===== config.mk =====
export PLATFORM = sky130hd
export DESIGN_NAME = rta_top
export DESIGN_NICKNAME = d
export VERILOG_FILES = /design/src/rta_end.sv /design/src/rta_pkg.sv /design/src/rta_match_if.sv /design/src/rta_match.sv /design/src/rta_top.sv
export SDC_FILE = /design/constraint.sdc
export NUM_CORES = 1
export LEC_CHECK = 0
export ABC_AREA = 1
export BUFFER_PORTS_ARGS = -buffer_cell sky130_fd_sc_hd__buf_2
export CAP_MARGIN = 30
export CORE_UTILIZATION = 25
export CTS_BUF_LIST = sky130_fd_sc_hd__clkbuf_4 sky130_fd_sc_hd__clkbuf_8 sky130_fd_sc_hd__clkbuf_16
export DETAILED_ROUTE_END_ITERATION = 6
export PLACE_DENSITY_LB_ADDON = 0.3
export SETUP_SLACK_MARGIN = 0.4
export SYNTH_ARGS = -nofsm -noshare
export SYNTH_HDL_FRONTEND = slang
export SYNTH_SLANG_ARGS = --single-unit

===== constraint.sdc =====
create_clock -name clk -period 2.4 [get_ports clk]
set_clock_uncertainty 0.2 [all_clocks]
set_input_delay 0.24 -clock clk [delete_from_list [all_inputs] [get_ports clk]]
set_output_delay 0.24 -clock clk [all_outputs]
set_load 0.01 [all_outputs]

===== src/rta_end.sv =====
// end marker file holding no logic
`default_nettype none
`default_nettype wire


===== src/rta_pkg.sv =====
// constants shared by the alarm block and its compare unit
`default_nettype none

package rta_pkg;

    // ------------------------------------------------------------
    // register addresses on the serial link
    // ------------------------------------------------------------
    localparam logic [3:0] RTA_ADDR_MIN_ALARM = 4'h8;
    localparam logic [3:0] RTA_ADDR_HOUR_ALARM = 4'h9;
    localparam logic [3:0] RTA_ADDR_WD_ALARM = 4'hA;
    localparam logic [3:0] RTA_ADDR_EXTENSION = 4'hD;
    localparam logic [3:0] RTA_ADDR_FLAG = 4'hE;
    localparam logic [3:0] RTA_ADDR_CONTROL = 4'hF;

    // ------------------------------------------------------------
    // field positions
    // ------------------------------------------------------------
    localparam int RTA_EXCLUDE_BIT = 7;
    localparam int RTA_SELECT_BIT = 6;
    localparam int RTA_FLAG_BIT = 3;
    localparam int RTA_IRQEN_BIT = 3;
    localparam int RTA_SWRST_BIT = 0;
    localparam int RTA_CTRL_ZERO_BIT = 1;
    localparam int RTA_LAST_BIT = 7;

    // ------------------------------------------------------------
    // header command nibble
    // ------------------------------------------------------------
    localparam logic [3:0] RTA_CMD_WRITE = 4'h0;
    localparam logic [3:0] RTA_CMD_READ = 4'hC;

    // ------------------------------------------------------------
    // reset values and widths
    // ------------------------------------------------------------
    localparam logic [7:0] RTA_ALARM_RESET = 8'h00;
    localparam logic [7:0] RTA_EXT_RESET = 8'h00;
    localparam logic [7:0] RTA_CTRL_RESET = 8'h00;
    localparam logic [7:0] RTA_READ_ZERO = 8'h00;
    localparam logic [2:0] RTA_LAST_COUNT = 3'h7;
    localparam logic [2:0] RTA_COUNT_ZERO = 3'h0;
    localparam logic [3:0] RTA_ADDR_STEP = 4'h1;
    localparam logic [3:0] RTA_ADDR_ZERO = 4'h0;

endpackage

`default_nettype wire


===== src/rta_match_if.sv =====
// carrier between the register side and the compare unit
`default_nettype none

interface rta_match_if;
    logic [7:0] min_tgt;
    logic [7:0] hour_tgt;
    logic [7:0] wd_tgt;
    logic date_sel;
    logic [6:0] cur_minute;
    logic [5:0] cur_hour;
    logic [2:0] cur_weekday;
    logic [5:0] cur_date;
    logic match;

    modport src (
        output min_tgt,
        output hour_tgt,
        output wd_tgt,
        output date_sel,
        output cur_minute,
        output cur_hour,
        output cur_weekday,
        output cur_date,
        input match
    );

    modport chk (
        input min_tgt,
        input hour_tgt,
        input wd_tgt,
        input date_sel,
        input cur_minute,
        input cur_hour,
        input cur_weekday,
        input cur_date,
        output match
    );
endinterface

`default_nettype wire


===== src/rta_match.sv =====
// alarm compare unit: targets against the running time
`default_nettype none

module rta_match (
    rta_match_if.chk m
);

    // ------------------------------------------------------------
    // weekday bitmap lookup, sunday at bit 0
    // ------------------------------------------------------------
    function automatic logic rta_day_hit(input logic [7:0] map,
                                         input logic [2:0] day);
        logic hit;
        hit = 1'b0;
        // weekday code 7 never hits, it would land on the exclude bit
        if (day != rta_pkg::RTA_LAST_COUNT) begin
            hit = map[day];
        end
        return hit;
    endfunction

    logic min_ok;
    logic hour_ok;
    logic day_ok;

    // ------------------------------------------------------------
    // per-register compare with exclusion
    // ------------------------------------------------------------
    always_comb begin
        min_ok = m.min_tgt[rta_pkg::RTA_EXCLUDE_BIT] |
                 (m.min_tgt[6:0] == m.cur_minute);
        hour_ok = m.hour_tgt[rta_pkg::RTA_EXCLUDE_BIT] |
                  (m.hour_tgt[5:0] == m.cur_hour);
        if (m.wd_tgt[rta_pkg::RTA_EXCLUDE_BIT]) begin
            day_ok = 1'b1;
        end else if (m.date_sel) begin
            day_ok = m.wd_tgt[5:0] == m.cur_date;
        end else begin
            day_ok = rta_day_hit(m.wd_tgt, m.cur_weekday);
        end
    end

    assign m.match = min_ok & hour_ok & day_ok;

endmodule

`default_nettype wire


===== src/rta_top.sv =====
// alarm match and interrupt block with its serial register port
`default_nettype none

module rta_top (
    input wire logic clk,
    input wire logic rst_b,
    input wire logic ce,
    input wire logic sclk,
    input wire logic sdi,
    output logic sdo,
    output logic sdo_oe,
    input wire logic minute_tick,
    input wire logic [6:0] cur_minute,
    input wire logic [5:0] cur_hour,
    input wire logic [2:0] cur_weekday,
    input wire logic [5:0] cur_date,
    input wire logic other_int_low,
    output logic int_o,
    output logic int_oe
);

    typedef enum logic [1:0] {
        RTA_IDLE,
        RTA_HEAD,
        RTA_DATA
    } rta_state_e;

    // ------------------------------------------------------------
    // state
    // ------------------------------------------------------------
    rta_state_e state;
    rta_state_e next_state;
    logic [2:0] bit_cnt;
    logic [2:0] next_bit_cnt;
    logic [7:0] rx;
    logic [7:0] next_rx;
    logic [7:0] tx;
    logic [7:0] next_tx;
    logic [3:0] addr;
    logic [3:0] next_addr;
    logic is_read;
    logic next_is_read;
    logic is_write;
    logic next_is_write;
    logic sclk_q;

    logic [7:0] min_tgt;
    logic [7:0] next_min_tgt;
    logic [7:0] hour_tgt;
    logic [7:0] next_hour_tgt;
    logic [7:0] wd_tgt;
    logic [7:0] next_wd_tgt;
    logic [7:0] ext_reg;
    logic [7:0] next_ext_reg;
    logic [7:0] ctrl_reg;
    logic [7:0] next_ctrl_reg;
    logic alarm_flag;
    logic next_alarm_flag;

    logic next_sdo;
    logic next_sdo_oe;
    logic next_int_oe;

    logic sclk_rise;
    logic [7:0] in_byte;
    logic wr_en;
    logic [3:0] wr_addr;
    logic alarm_event;

    rta_match_if mif ();

    // ------------------------------------------------------------
    // register read mux
    // ------------------------------------------------------------
    function automatic logic [7:0] rta_read(input logic [3:0] a,
                                            input logic [7:0] r_min,
                                            input logic [7:0] r_hour,
                                            input logic [7:0] r_wd,
                                            input logic [7:0] r_ext,
                                            input logic r_flag,
                                            input logic [7:0] r_ctrl);
        logic [7:0] d;
        d = rta_pkg::RTA_READ_ZERO;
        unique case (a)
            rta_pkg::RTA_ADDR_MIN_ALARM: d = r_min;
            rta_pkg::RTA_ADDR_HOUR_ALARM: d = r_hour;
            rta_pkg::RTA_ADDR_WD_ALARM: d = r_wd;
            rta_pkg::RTA_ADDR_EXTENSION: d = r_ext;
            rta_pkg::RTA_ADDR_FLAG: d[rta_pkg::RTA_FLAG_BIT] = r_flag;
            rta_pkg::RTA_ADDR_CONTROL: d = r_ctrl;
            default: d = rta_pkg::RTA_READ_ZERO;
        endcase
        return d;
    endfunction

    // ------------------------------------------------------------
    // compare unit hookup
    // ------------------------------------------------------------
    assign mif.min_tgt = min_tgt;
    assign mif.hour_tgt = hour_tgt;
    assign mif.wd_tgt = wd_tgt;
    assign mif.date_sel = ext_reg[rta_pkg::RTA_SELECT_BIT];
    assign mif.cur_minute = cur_minute;
    assign mif.cur_hour = cur_hour;
    assign mif.cur_weekday = cur_weekday;
    assign mif.cur_date = cur_date;

    rta_match u_match (
        .m(mif.chk)
    );

    // only the minute update samples the compare
    assign alarm_event = minute_tick & mif.match &
                         ~ctrl_reg[rta_pkg::RTA_SWRST_BIT];

    assign sclk_rise = sclk & ~sclk_q;
    assign in_byte = {rx[6:0], sdi};

    // ------------------------------------------------------------
    // serial framing, next values
    // ------------------------------------------------------------
    always_comb begin
        next_state = state;
        next_bit_cnt = bit_cnt;
        next_rx = rx;
        next_tx = tx;
        next_addr = addr;
        next_is_read = is_read;
        next_is_write = is_write;
        wr_en = 1'b0;
        wr_addr = addr;
        if (!ce) begin
            // partial byte is dropped when the frame ends
            next_state = RTA_IDLE;
            next_bit_cnt = rta_pkg::RTA_COUNT_ZERO;
            next_is_read = 1'b0;
            next_is_write = 1'b0;
        end else begin
            unique case (state)
                RTA_IDLE: begin
                    next_state = RTA_HEAD;
                    next_bit_cnt = rta_pkg::RTA_COUNT_ZERO;
                end
                RTA_HEAD: begin
                    if (sclk_rise) begin
                        next_rx = in_byte;
                        next_bit_cnt = 3'(bit_cnt + 3'h1);
                        if (bit_cnt == rta_pkg::RTA_LAST_COUNT) begin
                            next_state = RTA_DATA;
                            next_addr = in_byte[7:4];
                            next_is_read =
                                in_byte[3:0] == rta_pkg::RTA_CMD_READ;
                            next_is_write =
                                in_byte[3:0] == rta_pkg::RTA_CMD_WRITE;
                            next_tx = rta_read(in_byte[7:4], min_tgt,
                                               hour_tgt, wd_tgt, ext_reg,
                                               alarm_flag, ctrl_reg);
                        end
                    end
                end
                RTA_DATA: begin
                    if (sclk_rise) begin
                        next_rx = in_byte;
                        next_bit_cnt = 3'(bit_cnt + 3'h1);
                        if (bit_cnt == rta_pkg::RTA_LAST_COUNT) begin
                            wr_en = is_write;
                            next_addr = addr + rta_pkg::RTA_ADDR_STEP;
                            if (is_read) begin
                                next_tx = rta_read(next_addr, min_tgt,
                                                   hour_tgt, wd_tgt,
                                                   ext_reg, alarm_flag,
                                                   ctrl_reg);
                            end
                        end else if (is_read) begin
                            next_tx = {tx[6:0], 1'b0};
                        end
                    end
                end
            endcase
        end
    end

    // ------------------------------------------------------------
    // register file and flag, next values
    // ------------------------------------------------------------
    always_comb begin
        next_min_tgt = min_tgt;
        next_hour_tgt = hour_tgt;
        next_wd_tgt = wd_tgt;
        next_ext_reg = ext_reg;
        next_ctrl_reg = ctrl_reg;
        next_alarm_flag = alarm_flag;
        if (wr_en) begin
            unique case (wr_addr)
                rta_pkg::RTA_ADDR_MIN_ALARM: next_min_tgt = in_byte;
                rta_pkg::RTA_ADDR_HOUR_ALARM: next_hour_tgt = in_byte;
                rta_pkg::RTA_ADDR_WD_ALARM: next_wd_tgt = in_byte;
                rta_pkg::RTA_ADDR_EXTENSION: next_ext_reg = in_byte;
                rta_pkg::RTA_ADDR_FLAG: begin
                    if (!in_byte[rta_pkg::RTA_FLAG_BIT]) begin
                        next_alarm_flag = 1'b0;
                    end
                end
                rta_pkg::RTA_ADDR_CONTROL: begin
                    next_ctrl_reg = in_byte;
                    next_ctrl_reg[rta_pkg::RTA_CTRL_ZERO_BIT] = 1'b0;
                end
                default: begin
                end
            endcase
        end
        // a new event outranks a clear in the same cycle
        if (alarm_event) begin
            next_alarm_flag = 1'b1;
        end
    end

    // ------------------------------------------------------------
    // pin drivers, next values
    // ------------------------------------------------------------
    always_comb begin
        next_sdo = tx[rta_pkg::RTA_LAST_BIT];
        next_sdo_oe = ce & (state == RTA_DATA) & is_read;
        // pin stays low while both flag and enable hold, or while other_int_low is high
        next_int_oe = (alarm_flag & ctrl_reg[rta_pkg::RTA_IRQEN_BIT]) |
                      other_int_low;
    end

    // ------------------------------------------------------------
    // registers
    // ------------------------------------------------------------
    always_ff @(posedge clk or negedge rst_b) begin
        if (!rst_b) begin
            state <= RTA_IDLE;
            bit_cnt <= rta_pkg::RTA_COUNT_ZERO;
            rx <= rta_pkg::RTA_READ_ZERO;
            tx <= rta_pkg::RTA_READ_ZERO;
            addr <= rta_pkg::RTA_ADDR_ZERO;
            is_read <= 1'b0;
            is_write <= 1'b0;
            sclk_q <= 1'b0;
            min_tgt <= rta_pkg::RTA_ALARM_RESET;
            hour_tgt <= rta_pkg::RTA_ALARM_RESET;
            wd_tgt <= rta_pkg::RTA_ALARM_RESET;
            ext_reg <= rta_pkg::RTA_EXT_RESET;
            ctrl_reg <= rta_pkg::RTA_CTRL_RESET;
            alarm_flag <= 1'b0;
            sdo <= 1'b0;
            sdo_oe <= 1'b0;
            int_o <= 1'b0;
            int_oe <= 1'b0;
        end else begin
            state <= next_state;
            bit_cnt <= next_bit_cnt;
            rx <= next_rx;
            tx <= next_tx;
            addr <= next_addr;
            is_read <= next_is_read;
            is_write <= next_is_write;
            sclk_q <= sclk;
            min_tgt <= next_min_tgt;
            hour_tgt <= next_hour_tgt;
            wd_tgt <= next_wd_tgt;
            ext_reg <= next_ext_reg;
            ctrl_reg <= next_ctrl_reg;
            alarm_flag <= next_alarm_flag;
            sdo <= next_sdo;
            sdo_oe <= next_sdo_oe;
            int_o <= 1'b0;
            int_oe <= next_int_oe;
        end
    end

endmodule

`default_nettype wire


## After elaboration in Yosys (flattened, before gate mapping)

Cells that the tools add are included.

- Flip-flop bits (word level): 70
- Logic and storage cells: 135
- Output and inout bits: 4
- Input bits: 29

- Reductions and logical operators: 17
- Bitwise logic cells: 13
- Order comparisons: 1
- Equality and inequality tests: 39
- Multiplexer cells: 46
- $add $sub $neg: 2

Operator list:

| kind | number |
|---|---|
| $eq 4x4->1 const B | 19 |
| $mux 8 | 6 |
| $pmux 4 s5 | 2 |
| $pmux 3 s5 | 2 |
| $mux 1 | 20 |
| $mux 4 | 4 |
| $pmux 8 s2 | 1 |
| $eq 6x6->1 | 2 |
| $pmux 1 s6 | 2 |
| $reduce_and 3->1 | 4 |
| $reduce_and 6->1 | 2 |
| $ne 2x2->1 const B | 5 |
| $reduce_and 2->1 | 5 |
| $ne 3x3->1 const B | 3 |
| $and 1x1->1 | 8 |
| $ne 2x1->1 const B | 4 |
| $pmux 4 s2 | 1 |
| $eq 7x7->1 | 1 |
| $mux 2 | 3 |
| $mux 3 | 2 |
| $pmux 3 s2 | 1 |
| $reduce_bool 2->1 | 3 |
| $add 4x1->4 const B | 1 |
| $logic_not 4->1 | 1 |
| other kinds (13) | 16 |

## Logic depth before layout (Yosys ltp)

Gate-level depths: netlist of run 1.

- Depth after elaboration: 10
- Gate-level depth with buffers: 12
- Gate-level depth less buffers: 11

## Modules after synthesis

Synthesis of run 1 repeated with hierarchy kept, for this count alone.

- Cell total of the unflattened synthesis: 606
- Area total of the unflattened synthesis: 4296.6 µm²

By module, submodules not included:

| module | area each (µm²) | cells an instance | times used |
|---|---|---|---|
| rta_top | 3829.9 | 496 | 1 |
| rta_match | 466.7 | 110 | 1 |

## Worst setup path before layout of run 1

OpenSTA, ideal clock, no wires.

- Path type: register -> register
- Start: register bit_cnt[0]
- End: register min_tgt[5], in the netlist mif.min_tgt[5]
- Path slack: 0.180 ns
- Stages on the path, launching flop included: 10
- Data arrival time: 1.890 ns
- Path buffers: 2
- Path through: dfrtp_1 > ha_1 > ha_1 > clkbuf_1 > nand2_1 > nor4_4 > nand3_2 > buf_6 > nand2_1 > o21ai_2

- Cells in the longest elaborated chain, start to end: 6

Ends and longest elaborated chain:

| item | line | RTL |
|---|---|---|
| start: declaration | rta_top.sv:33 | `logic [2:0] bit_cnt;` |
| start signal: assignment | rta_top.sv:235 | `bit_cnt <= rta_pkg::RTA_COUNT_ZERO;` |
| start signal: assignment | rta_top.sv:254 | `bit_cnt <= next_bit_cnt;` |
| $eq 3x3->1 | rta_top.sv:165 | `if (bit_cnt == rta_pkg::RTA_LAST_COUNT) begin` |
| $mux 1 | rta_top.sv:165 |  |
| $mux 1 | rta_top.sv:162 | `if (sclk_rise) begin` |
| $mux 1 | rta_top.sv:139 | `unique case (state)` |
| $mux 1 | rta_top.sv:132 | `if (!ce) begin` |
| $reduce_and 2->1 (no source line) | -- |  |
| end signal: assignment | rta_top.sv:242 | `min_tgt <= rta_pkg::RTA_ALARM_RESET;` |
| end signal: assignment | rta_top.sv:261 | `min_tgt <= next_min_tgt;` |
| end: declaration | rta_top.sv:47 | `logic [7:0] min_tgt;` |

No other way between the ends.
A chain may end at the register's enable or synchronous reset.

## Final worst setup path of run 1

- Start: register bit_cnt[0]
- End: register ext_reg[2]

- Cells in the longest elaborated chain, start to end: 6

Ends and longest elaborated chain:

| item | line | RTL |
|---|---|---|
| $eq 3x3->1 | rta_top.sv:165 |  |
| $mux 1 | rta_top.sv:165 |  |
| $mux 1 | rta_top.sv:162 |  |
| $mux 1 | rta_top.sv:139 |  |
| $mux 1 | rta_top.sv:132 |  |
| $reduce_and 2->1 (no source line) | -- |  |
| end signal: assignment | rta_top.sv:245 | `ext_reg <= rta_pkg::RTA_EXT_RESET;` |
| end signal: assignment | rta_top.sv:264 | `ext_reg <= next_ext_reg;` |
| end: declaration | rta_top.sv:53 | `logic [7:0] ext_reg;` |

No other way between the ends.

==> results of run 1 <==
-- Yosys cell counts (2+ instances only) --
master and count:
o21ai_0 40, o211ai_1 4, nand4_1 43, buf_1 2, ha_1 11, a21oi_1 17, inv_2 2, o21ai_1 23
nand3_1 15, nand3_2 3, clkbuf_1 9, nand2_1 147, nand4_4 2, buf_2 6, dfrtp_1 70, buf_6 5
xor2_1 10, inv_1 53, xnor2_1 10, o21ai_2 8, nor3_1 4, nor2_1 65
-- metal layers --
layer | part of all wire | vias up | GRT usage
met5 | 0 | - | 0
met4 | 0.029 | 0 | 0.0709
met3 | 0.052 | 24 | 0.0269
met2 | 0.45 | 126 | 0.238
met1 | 0.46 | 1941 | 0.222
li1 | - | 2009 | -
-- layout by cell type (no fill, tap or decap), types with 9 or more instances in the layout --
master	n
a21oi_2	10
buf_2	30
buf_4	31
clkbuf_16	10
dfrtp_1	65
inv_1	49
nand2_1	143
nand3_1	15
nand4_1	43
nor2_1	54
nor2_2	9
o21ai_0	35
o21ai_1	28
xnor2_1	9
xor2_1	10
-- kinds of logic (layout without fill, tap and decap cells) --
family,Yosys count,in the layout,share of synthesized area
flip-flops,70,70,0.413
AO/OA/AOI/OAI,98,98,0.128
buffers and inverters,79,144,0.0814
other,1,1,0.000884
adder cells (fa/ha/maj),11,11,0.0324
AND/OR/NAND/NOR,284,289,0.303
XOR/XNOR,20,20,0.0413
-- power by group through the flow --
| stage | sequential (mW) | clock [mW] | combinational [mW] |
|---|---|---|---|
| after global placement | 1.41 | 0 | 0.483 |
| after floorplan | 1.39 | 0 | 0.278 |
| final | 1.40 | 1.26 | 0.523 |
| after detailed placement | 1.41 | 0 | 0.482 |
| after CTS | 1.39 | 1.29 | 0.503 |
| after global routing | 1.42 | 1.32 | 0.589 |
-- worst paths after layout --
kind                                   startpoint                     end  slack (ns)
setup / recovery           bit_cnt[0]$_DFFE_PN0P_  ext_reg[2]$_DFFE_PN0P_        0.43
min in group asynchronous                   rst_b    state[0]$_DFFE_PN0P_        0.18
setup reg to reg           bit_cnt[0]$_DFFE_PN0P_  ext_reg[2]$_DFFE_PN0P_        0.43
max in group asynchronous                   rst_b       rx[5]$_DFFE_PN0P_        1.25
hold reg to reg                 tx[7]$_DFFE_PN0P_           sdo$_DFF_PN0_        0.18
hold / removal                                 ce     is_read$_DFFE_PN0P_        0.06
-- repair_timing --
item	4_1_cts	5_1_grt
endpoints found under the hold margin	32	0
cloned	6	1
pin swaps	2	10
setup buffers	1	15
hold buffers	3	0
setup endpoints to repair	44	49
gates resized for setup	22	44
-- worst max-delay path, delay by kind of cell, from the launching register on --
kind	cells	cell delay (ns)
AND/OR/NAND/NOR	4	0.62
AO/OA/AOI/OAI	1	0.06
adder cells (fa/ha/maj)	2	0.35
flip-flops	1	0.36
buffers and inverters	1	0.25
-- final cells by class --
type / count / area [um^2]
Multi-Input combinational cell: 419 / 2430
Fill cell: 1778 / 11100
Tap cell: 220 / 275
Timing Repair Buffer: 72 / 534
Sequential cell: 70 / 1760
Clock buffer: 10 / 233
Clock inverter: 6 / 46.3
Inverter: 56 / 213
-- stage by stage --
step                       util  total power, mW  cell area [um^2]  hold slack (ns)
after CTS                 0.313             3.18              5200           0.0479
after floorplan               -             1.67              4260           -0.256
final                     0.331             3.18              5490           0.0575
after global routing      0.331             3.33              5490            0.101
after global placement    0.285             1.89              4720           0.0222
after detailed placement  0.285             1.89              4720           0.0209
==> flow_summary.yaml, run 1 <==
yosys:
  ys_seq_area_frac: 0.413
  synth_area_leaders: "dfrtp_1, nand2_1, nand4_1"
  synth_edf_count: 0
  synth_seq_cells: 70
  synth_top_area_frac: 0.413
  synth_nets: 603
  yosys_warnings: 0
  synth_top_area_cell: "dfrtp_1"
  netlist_instances: 563
  synth_cell_types: 36
  syn_area_um2: 4240
  syn_avg_cell_area_um2: 7.53
  synthFlopType: "dfrtp_1"
  async_flop_share: 1.00
run:
  drv_cap: 0
sta:
  hold_violations: 0
  fmax_mhz: 508
  min_period_over_period: 0.821
  worst_slack_ns: 0.431
  fin_crit_ns: 1.97
  slew_viol_final: 0
  timing.setup.tns_ns: 0
  setup_viol: 0
  rsz0062_at_grt: "true"
pwr:
  ir_worst_vdd_mv: 0.295
  p_switching_mw: 0.971
  intPower_mw: 2.20
  power_density_nw_per_um2: 579
  seqPwrFrac: 0.439
  leakage_nw: 2.43
  clockPowerShare: 0.396
  swShare: 0.306
  pwr-share-comb: 0.165
routing:
  drtIter0Drc: 333
  dr.pass1.iters: 5
  vias: 4100
  vias_per_cell: 4.81
  ant_nets: 0
  route.detailed.drc: 0
  routedWlPerCell_um: 16.0
  wirelength_um: 13600
global_route:
  grt_max_degree: 41
  antenna_found_initial: 0
  grt_pass1_vias: 3728
  grt_pass1_wl_um: 21000
  grt-ovfl-total: 0
  grtUsageTotal: 0.159
layout:
  nets: 668
  finalNonFillerCells: 853
  drive_above_1_share: 0.235
  num_antenna_cells: 0
  area_delta_synth_final_pct: 29.4
placement:
  dp_cells: 811
  dp_slack_ns: 0.246
  dp_hpwl_um: 9280
  globalplace.congestion: 0.896
  io_buffer_count: 31
worst_setup_path:
  path_cells: "ha_2 -> ha_4 -> nand2_4 -> nor4_4 -> buf_6 -> nand4_4 -> nand2_2 -> o21ai_1"
  cp_slowest_stage_delay_ns: 0.36
  critPathKind: "reg2reg"
  end_kind: "flip-flop"
  cpMaxStageDelayCell: "dfrtp_1"
  worst_setup_path_start_kind: "flip-flop"
  cp.required_ns: 2.43
  cp_data_arrival_time_ns: 1.99
  ff2ff_path_depth: 8
  crit_path_max_fanout: 8
floorplan:
  dieArea_um2: 17500
  io_pins: 33
  initial_core_util: 0.256
  die_y_um: 132
  core_area_um2: 16600
  row_count: 47
  die_width_um: 132
clock_network:
  clk_pin_slew_ns: 0.06
  cts_tree: "done"
  numCtsBuffers: 9
  clock_latency_ns: 0.35
  cts_buffer_depth: 2
  root_buffer: "clkbuf_16"
  htree_levels: 3
  cts.sinks: 70
worst_hold_path:
  holdPathStages: 3
  hold_class: "in2reg"
status:
  status: "finished, final reports clean"
Note: power is estimated with default switching activity, not from simulation.
==> inputs of run 2 (changes only) <==
clock period = 1.8 ns   (was 2.4 ns; I/O delays follow)
==> flow_summary.yaml, run 2 (synthesis results as in run 1) <==
status:
  status: "finished, violations left"
  failed_checks: "negative setup slack"
worst_hold_path:
  hold_class: "in2reg"
run:
  drv_cap: 0
layout:
  nFillCells: 1721
  fin_area_um2: 6320
  num_antenna_cells: 0
  area_delta_synth_final_pct: 48.9
  drive_above_1_share: 0.356
  seq_area_um2: 1750
  multi_input_area_um2: 2580
  finalNonFillerCells: 895
  final_cell_mix: "nand2_1, dfrtp_1, nor2_1"
  nets: 710
  layout_commonest_cell: "nand2_1"
placement:
  dp_hpwl_um: 9950
  dp_cells: 848
  dp_slack_ns: -0.194
  io_buffer_count: 31
  globalplace.congestion: 0.882
  post_dp_cell_area_um2: 5140
sta:
  slew_viol_final: 0
  timing.setup.tns_ns: -6.22
  fmax_mhz: 507
  rsz0062_at_grt: "true"
  setup_viol: 54
  fin_crit_ns: 1.97
  hold_violations: 0
  min_period_over_period: 1.10
  worst_slack_ns: -0.172
floorplan:
  dieArea_um2: 17500
  row_count: 47
  die_width_um: 132
  die_y_um: 132
  initial_core_util: 0.256
  io_pins: 33
  core_area_um2: 16600
routing:
  dr.pass1.iters: 5
  route.detailed.drc: 0
  vias: 4201
  vias_per_cell: 4.69
  wirelength_um: 14600
  ant_nets: 0
  drtIter0Drc: 240
  routedWlPerCell_um: 16.3
worst_setup_path:
  cp_data_arrival_time_ns: 2.01
  critPathKind: "reg2reg"
  worst_setup_path_start_kind: "flip-flop"
  cp.required_ns: 1.84
  end_kind: "flip-flop"
  crit_path_max_fanout: 8
global_route:
  grt-ovfl-total: 0
  grt_pass1_wl_um: 22500
  antenna_found_initial: 0
  grt_max_degree: 30
  grtUsageTotal: 0.170
  grt_pass1_vias: 4053
clock_network:
  cts.sinks: 70
  numCtsBuffers: 9
  clk_pin_slew_ns: 0.06
  cts_tree: "done"
  htree_levels: 3
  cts_buffer_depth: 2
  root_buffer: "clkbuf_16"
  clock_latency_ns: 0.35
pwr:
  power_density_nw_per_um2: 719
  leakage_nw: 2.84
  ir_worst_vdd_mv: 0.484
  power_mw: 4.54
[run 2: layer usage]
| metal | share of wire | track usage |
|---|---|---|
| met2 | 0.48 | 0.273 |
| met1 | 0.46 | 0.222 |
| met3 | 0.037 | 0.0308 |
| met5 | 0 | 0 |
| met4 | 0.026 | 0.0741 |
[run 2: timing repair]
item,CTS,global route
hold endpoints to repair,74,0
hold buffers,5,0
resized for setup,59,97
pin swaps,6,21
setup buffers,7,11
setup endpoints to repair,65,67
gates cloned,4,4
[run 2: layout make-up]
type / count / share of cell area
Multi-Input combinational cell: 415 / 0.409
Sequential cell: 70 / 0.278
Timing Repair Buffer: 118 / 0.190
Tap cell: 220 / 0.0436
Clock buffer: 10 / 0.0368
Inverter: 56 / 0.0355
Clock inverter: 6 / 0.00733
[run 2: power by group]
| part | switching [mW] | internal [mW] | total (mW) | leakage, nW |
|---|---|---|---|---|
| combinational | 0.571 | 0.403 | 0.975 | 1.77 |
| sequential | 0.126 | 1.74 | 1.86 | 0.930 |
| clock | 0.747 | 0.957 | 1.70 | 0.133 |
| total | 1.44 | 3.10 | 4.54 | 2.84 |
[run 2: stage by stage]
step,util,hold slack [ns]
2_1_floorplan,-,-0.316
3_3_place_gp,0.310,-0.0407
3_5_place_dp,0.310,-0.0349
4_1_cts,0.351,0.0132
5_1_grt,0.381,0.0426
6_report,0.381,0.0316
[run 2: critical path: stages (launching register included)]
cell,delay (ns)
dfrtp_1,0.39
inv_2,0.10
ha_4,0.16
inv_4,0.04
nor4_4,0.26
buf_6,0.15
buf_12,0.10
nand3_4,0.13
buf_12,0.22
nand2_2,0.05
o21ai_1,0.05
[run 2: final timing paths]
| check | from | end | slack, ns | cells after the start |
|---|---|---|---|---|
| max | state[0]$_DFFE_PN0P_ | hour_tgt[2]$_DFFE_PN0P_ | -0.17 | 10 |
| min | ce | sdo_oe$_DFF_PN0_ | 0.03 | 3 |
| min reg2reg | tx[7]$_DFFE_PN0P_ | sdo$_DFF_PN0_ | 0.18 | 0 |
| max reg2reg | state[0]$_DFFE_PN0P_ | hour_tgt[2]$_DFFE_PN0P_ | -0.17 | 10 |
| min in group asynchronous | rst_b | sdo_oe$_DFF_PN0_ | 0.12 | 2 |
| max in group asynchronous | rst_b | hour_tgt[6]$_DFFE_PN0P_ | 0.74 | 3 |
==> inputs of run 3 (changes only) <==
CORE_ASPECT_RATIO = 0.8   (was unset)
MAX_ROUTING_LAYER = met4   (was unset)
clock period = 1.85 ns   (was 1.8 ns; I/O delays follow)
==> flow_summary.yaml, run 3 (synthesis results as in run 1) <==
pwr:
  power_density_nw_per_um2: 759
  ir_worst_vdd_mv: 0.380
  leakage_nw: 2.84
  power_mw: 4.81
placement:
  io_buffer_count: 31
  dp_hpwl_um: 10400
  dp_slack_ns: -0.194
  dp_cells: 851
  post_dp_cell_area_um2: 5130
  globalplace.congestion: 0.927
global_route:
  grt-ovfl-total: 0
  grt_max_degree: 27
  antenna_found_initial: 0
  grt_pass1_wl_um: 24000
  grtUsageTotal: 0.189
  grt_pass1_vias: 4319
run:
  drv_cap: 0
worst_setup_path:
  r2r_start: "state[0]$_DFFE_PN0P_"
  rr_endpoint: "mif.wd_tgt[2]$_DFFE_PN0P_"
  crit_path_max_fanout: 8
  end_kind: "flip-flop"
  critPathKind: "reg2reg"
  rrSetupSlack_ns: -0.1
  cp_slowest_stage_delay_ns: 0.39
  cp.required_ns: 1.87
  cp_data_arrival_time_ns: 1.97
  worst_setup_path_start_kind: "flip-flop"
  path_cells: "inv_2 -> ha_4 -> inv_4 -> nor4_4 -> buf_6 -> buf_12 -> nand3_4 -> buf_12 -> nand2_2 -> o21ai_2"
  crit_top_cell: "buf_12"
  ff2ff_path_depth: 10
  cpMaxStageDelayCell: "dfrtp_1"
worst_hold_path:
  hold_class: "in2reg"
  hold-path-endpoint: "sdo_oe$_DFF_PN0_"
  min-delay-start: "ce"
  holdPathStages: 3
sta:
  slew_viol_final: 0
  holdWs_ns: -0.00453
  worst_slack_ns: -0.0952
  fin_crit_ns: 1.95
  hold_violations: 1
  fmax_mhz: 514
  setup_viol: 27
  rsz0062_at_grt: "true"
  min_period_over_period: 1.05
floorplan:
  initial_core_util: 0.256
  dieArea_um2: 17500
  row_count: 42
  core_area_um2: 16600
  die_y_um: 119
  die_width_um: 148
  io_pins: 33
routing:
  route.detailed.drc: 0
  vias_per_cell: 4.87
  drtIter0Drc: 427
  routedWlPerCell_um: 17.0
  ant_nets: 0
  dr.pass1.iters: 5
  vias: 4351
  wirelength_um: 15200
clock_network:
  cts_tree: "done"
  cts_buffer_depth: 2
  htree_levels: 3
  clock_latency_ns: 0.35
  root_buffer: "clkbuf_16"
  clk_pin_slew_ns: 0.06
  cts.sinks: 70
  numCtsBuffers: 9
status:
  failed_checks: "negative hold slack, negative setup slack"
  status: "finished, violations left"
layout:
  fin_area_um2: 6340
  drive_above_1_share: 0.374
  final_cell_mix: "nand2_1, dfrtp_1, nor2_1, buf_4, nand4_1"
  finalNonFillerCells: 893
  nFillCells: 1718
  layout_commonest_cell: "nand2_1"
  num_antenna_cells: 0
  nets: 708
  area_delta_synth_final_pct: 49.4
[run 3: worst max-delay path: cells and delay by family (launching register included)]
family | cells | cell delay (ns)
adder cells (fa/ha/maj) | 1 | 0.15
buffers and inverters | 5 | 0.58
flip-flops | 1 | 0.39
AND/OR/NAND/NOR | 3 | 0.44
AO/OA/AOI/OAI | 1 | 0.05
[run 3: power breakdown]
group | switching, mW | internal (mW) | total, mW | leakage [nW]
Clock | 0.684 | 1.24 | 1.93 | 0.163
Combinational | 0.647 | 0.447 | 1.09 | 1.75
Sequential | 0.0992 | 1.69 | 1.79 | 0.930
Total | 1.43 | 3.38 | 4.81 | 2.84
[run 3: area by class of cell]
cell class | count | area [um^2] | area share
Clock buffer | 12 | 254 | 0.0401
Multi-Input combinational cell | 416 | 2650 | 0.417
Inverter | 56 | 220 | 0.0348
Tap cell | 220 | 275 | 0.0434
Clock inverter | 4 | 70.1 | 0.0111
Sequential cell | 70 | 1750 | 0.277
Timing Repair Buffer | 115 | 1120 | 0.176
[run 3: worst max-delay path by stage]
stage,start,end,slack [ns],cells after the start
after global placement,bit_cnt[0]$_DFFE_PN0P_,tx[6]$_DFFE_PN0P_,-0.21,10
after detailed placement,bit_cnt[0]$_DFFE_PN0P_,tx[6]$_DFFE_PN0P_,-0.19,10
after floorplan,bit_cnt[0]$_DFFE_PN0P_,mif.wd_tgt[6]$_DFFE_PN0P_,-0.33,9
final,state[0]$_DFFE_PN0P_,mif.wd_tgt[2]$_DFFE_PN0P_,-0.1,10
after CTS,state[0]$_DFFE_PN0P_,tx[3]$_DFFE_PN0P_,-0.09,9
after global routing,addr[1]$_DFFE_PN0P_,tx[3]$_DFFE_PN0P_,-0.18,10
[run 3: layer usage]
metal	track usage	part of all wire
met1	0.262	0.47
met2	0.253	0.42
met3	0.0583	0.084
met4	0.0741	0.024
met5	-	0
[run 3: what timing repair did]
action	in CTS	in global routing
gates cloned	8	0
hold endpoints to repair	74	0
hold buffers	4	0
pin swaps	32	32
buffers inserted	9	5
gates resized for setup	103	67
endpoints found under the setup margin	64	66
[run 3: per-stage QoR]
stage          utilization  TNS, ns
3_3_place_gp         0.310    -4.53
5_1_grt              0.383    -5.35
2_1_floorplan            -   -11.40
4_1_cts              0.366    -1.63
3_5_place_dp         0.310    -5.22
6_report             0.383    -1.50
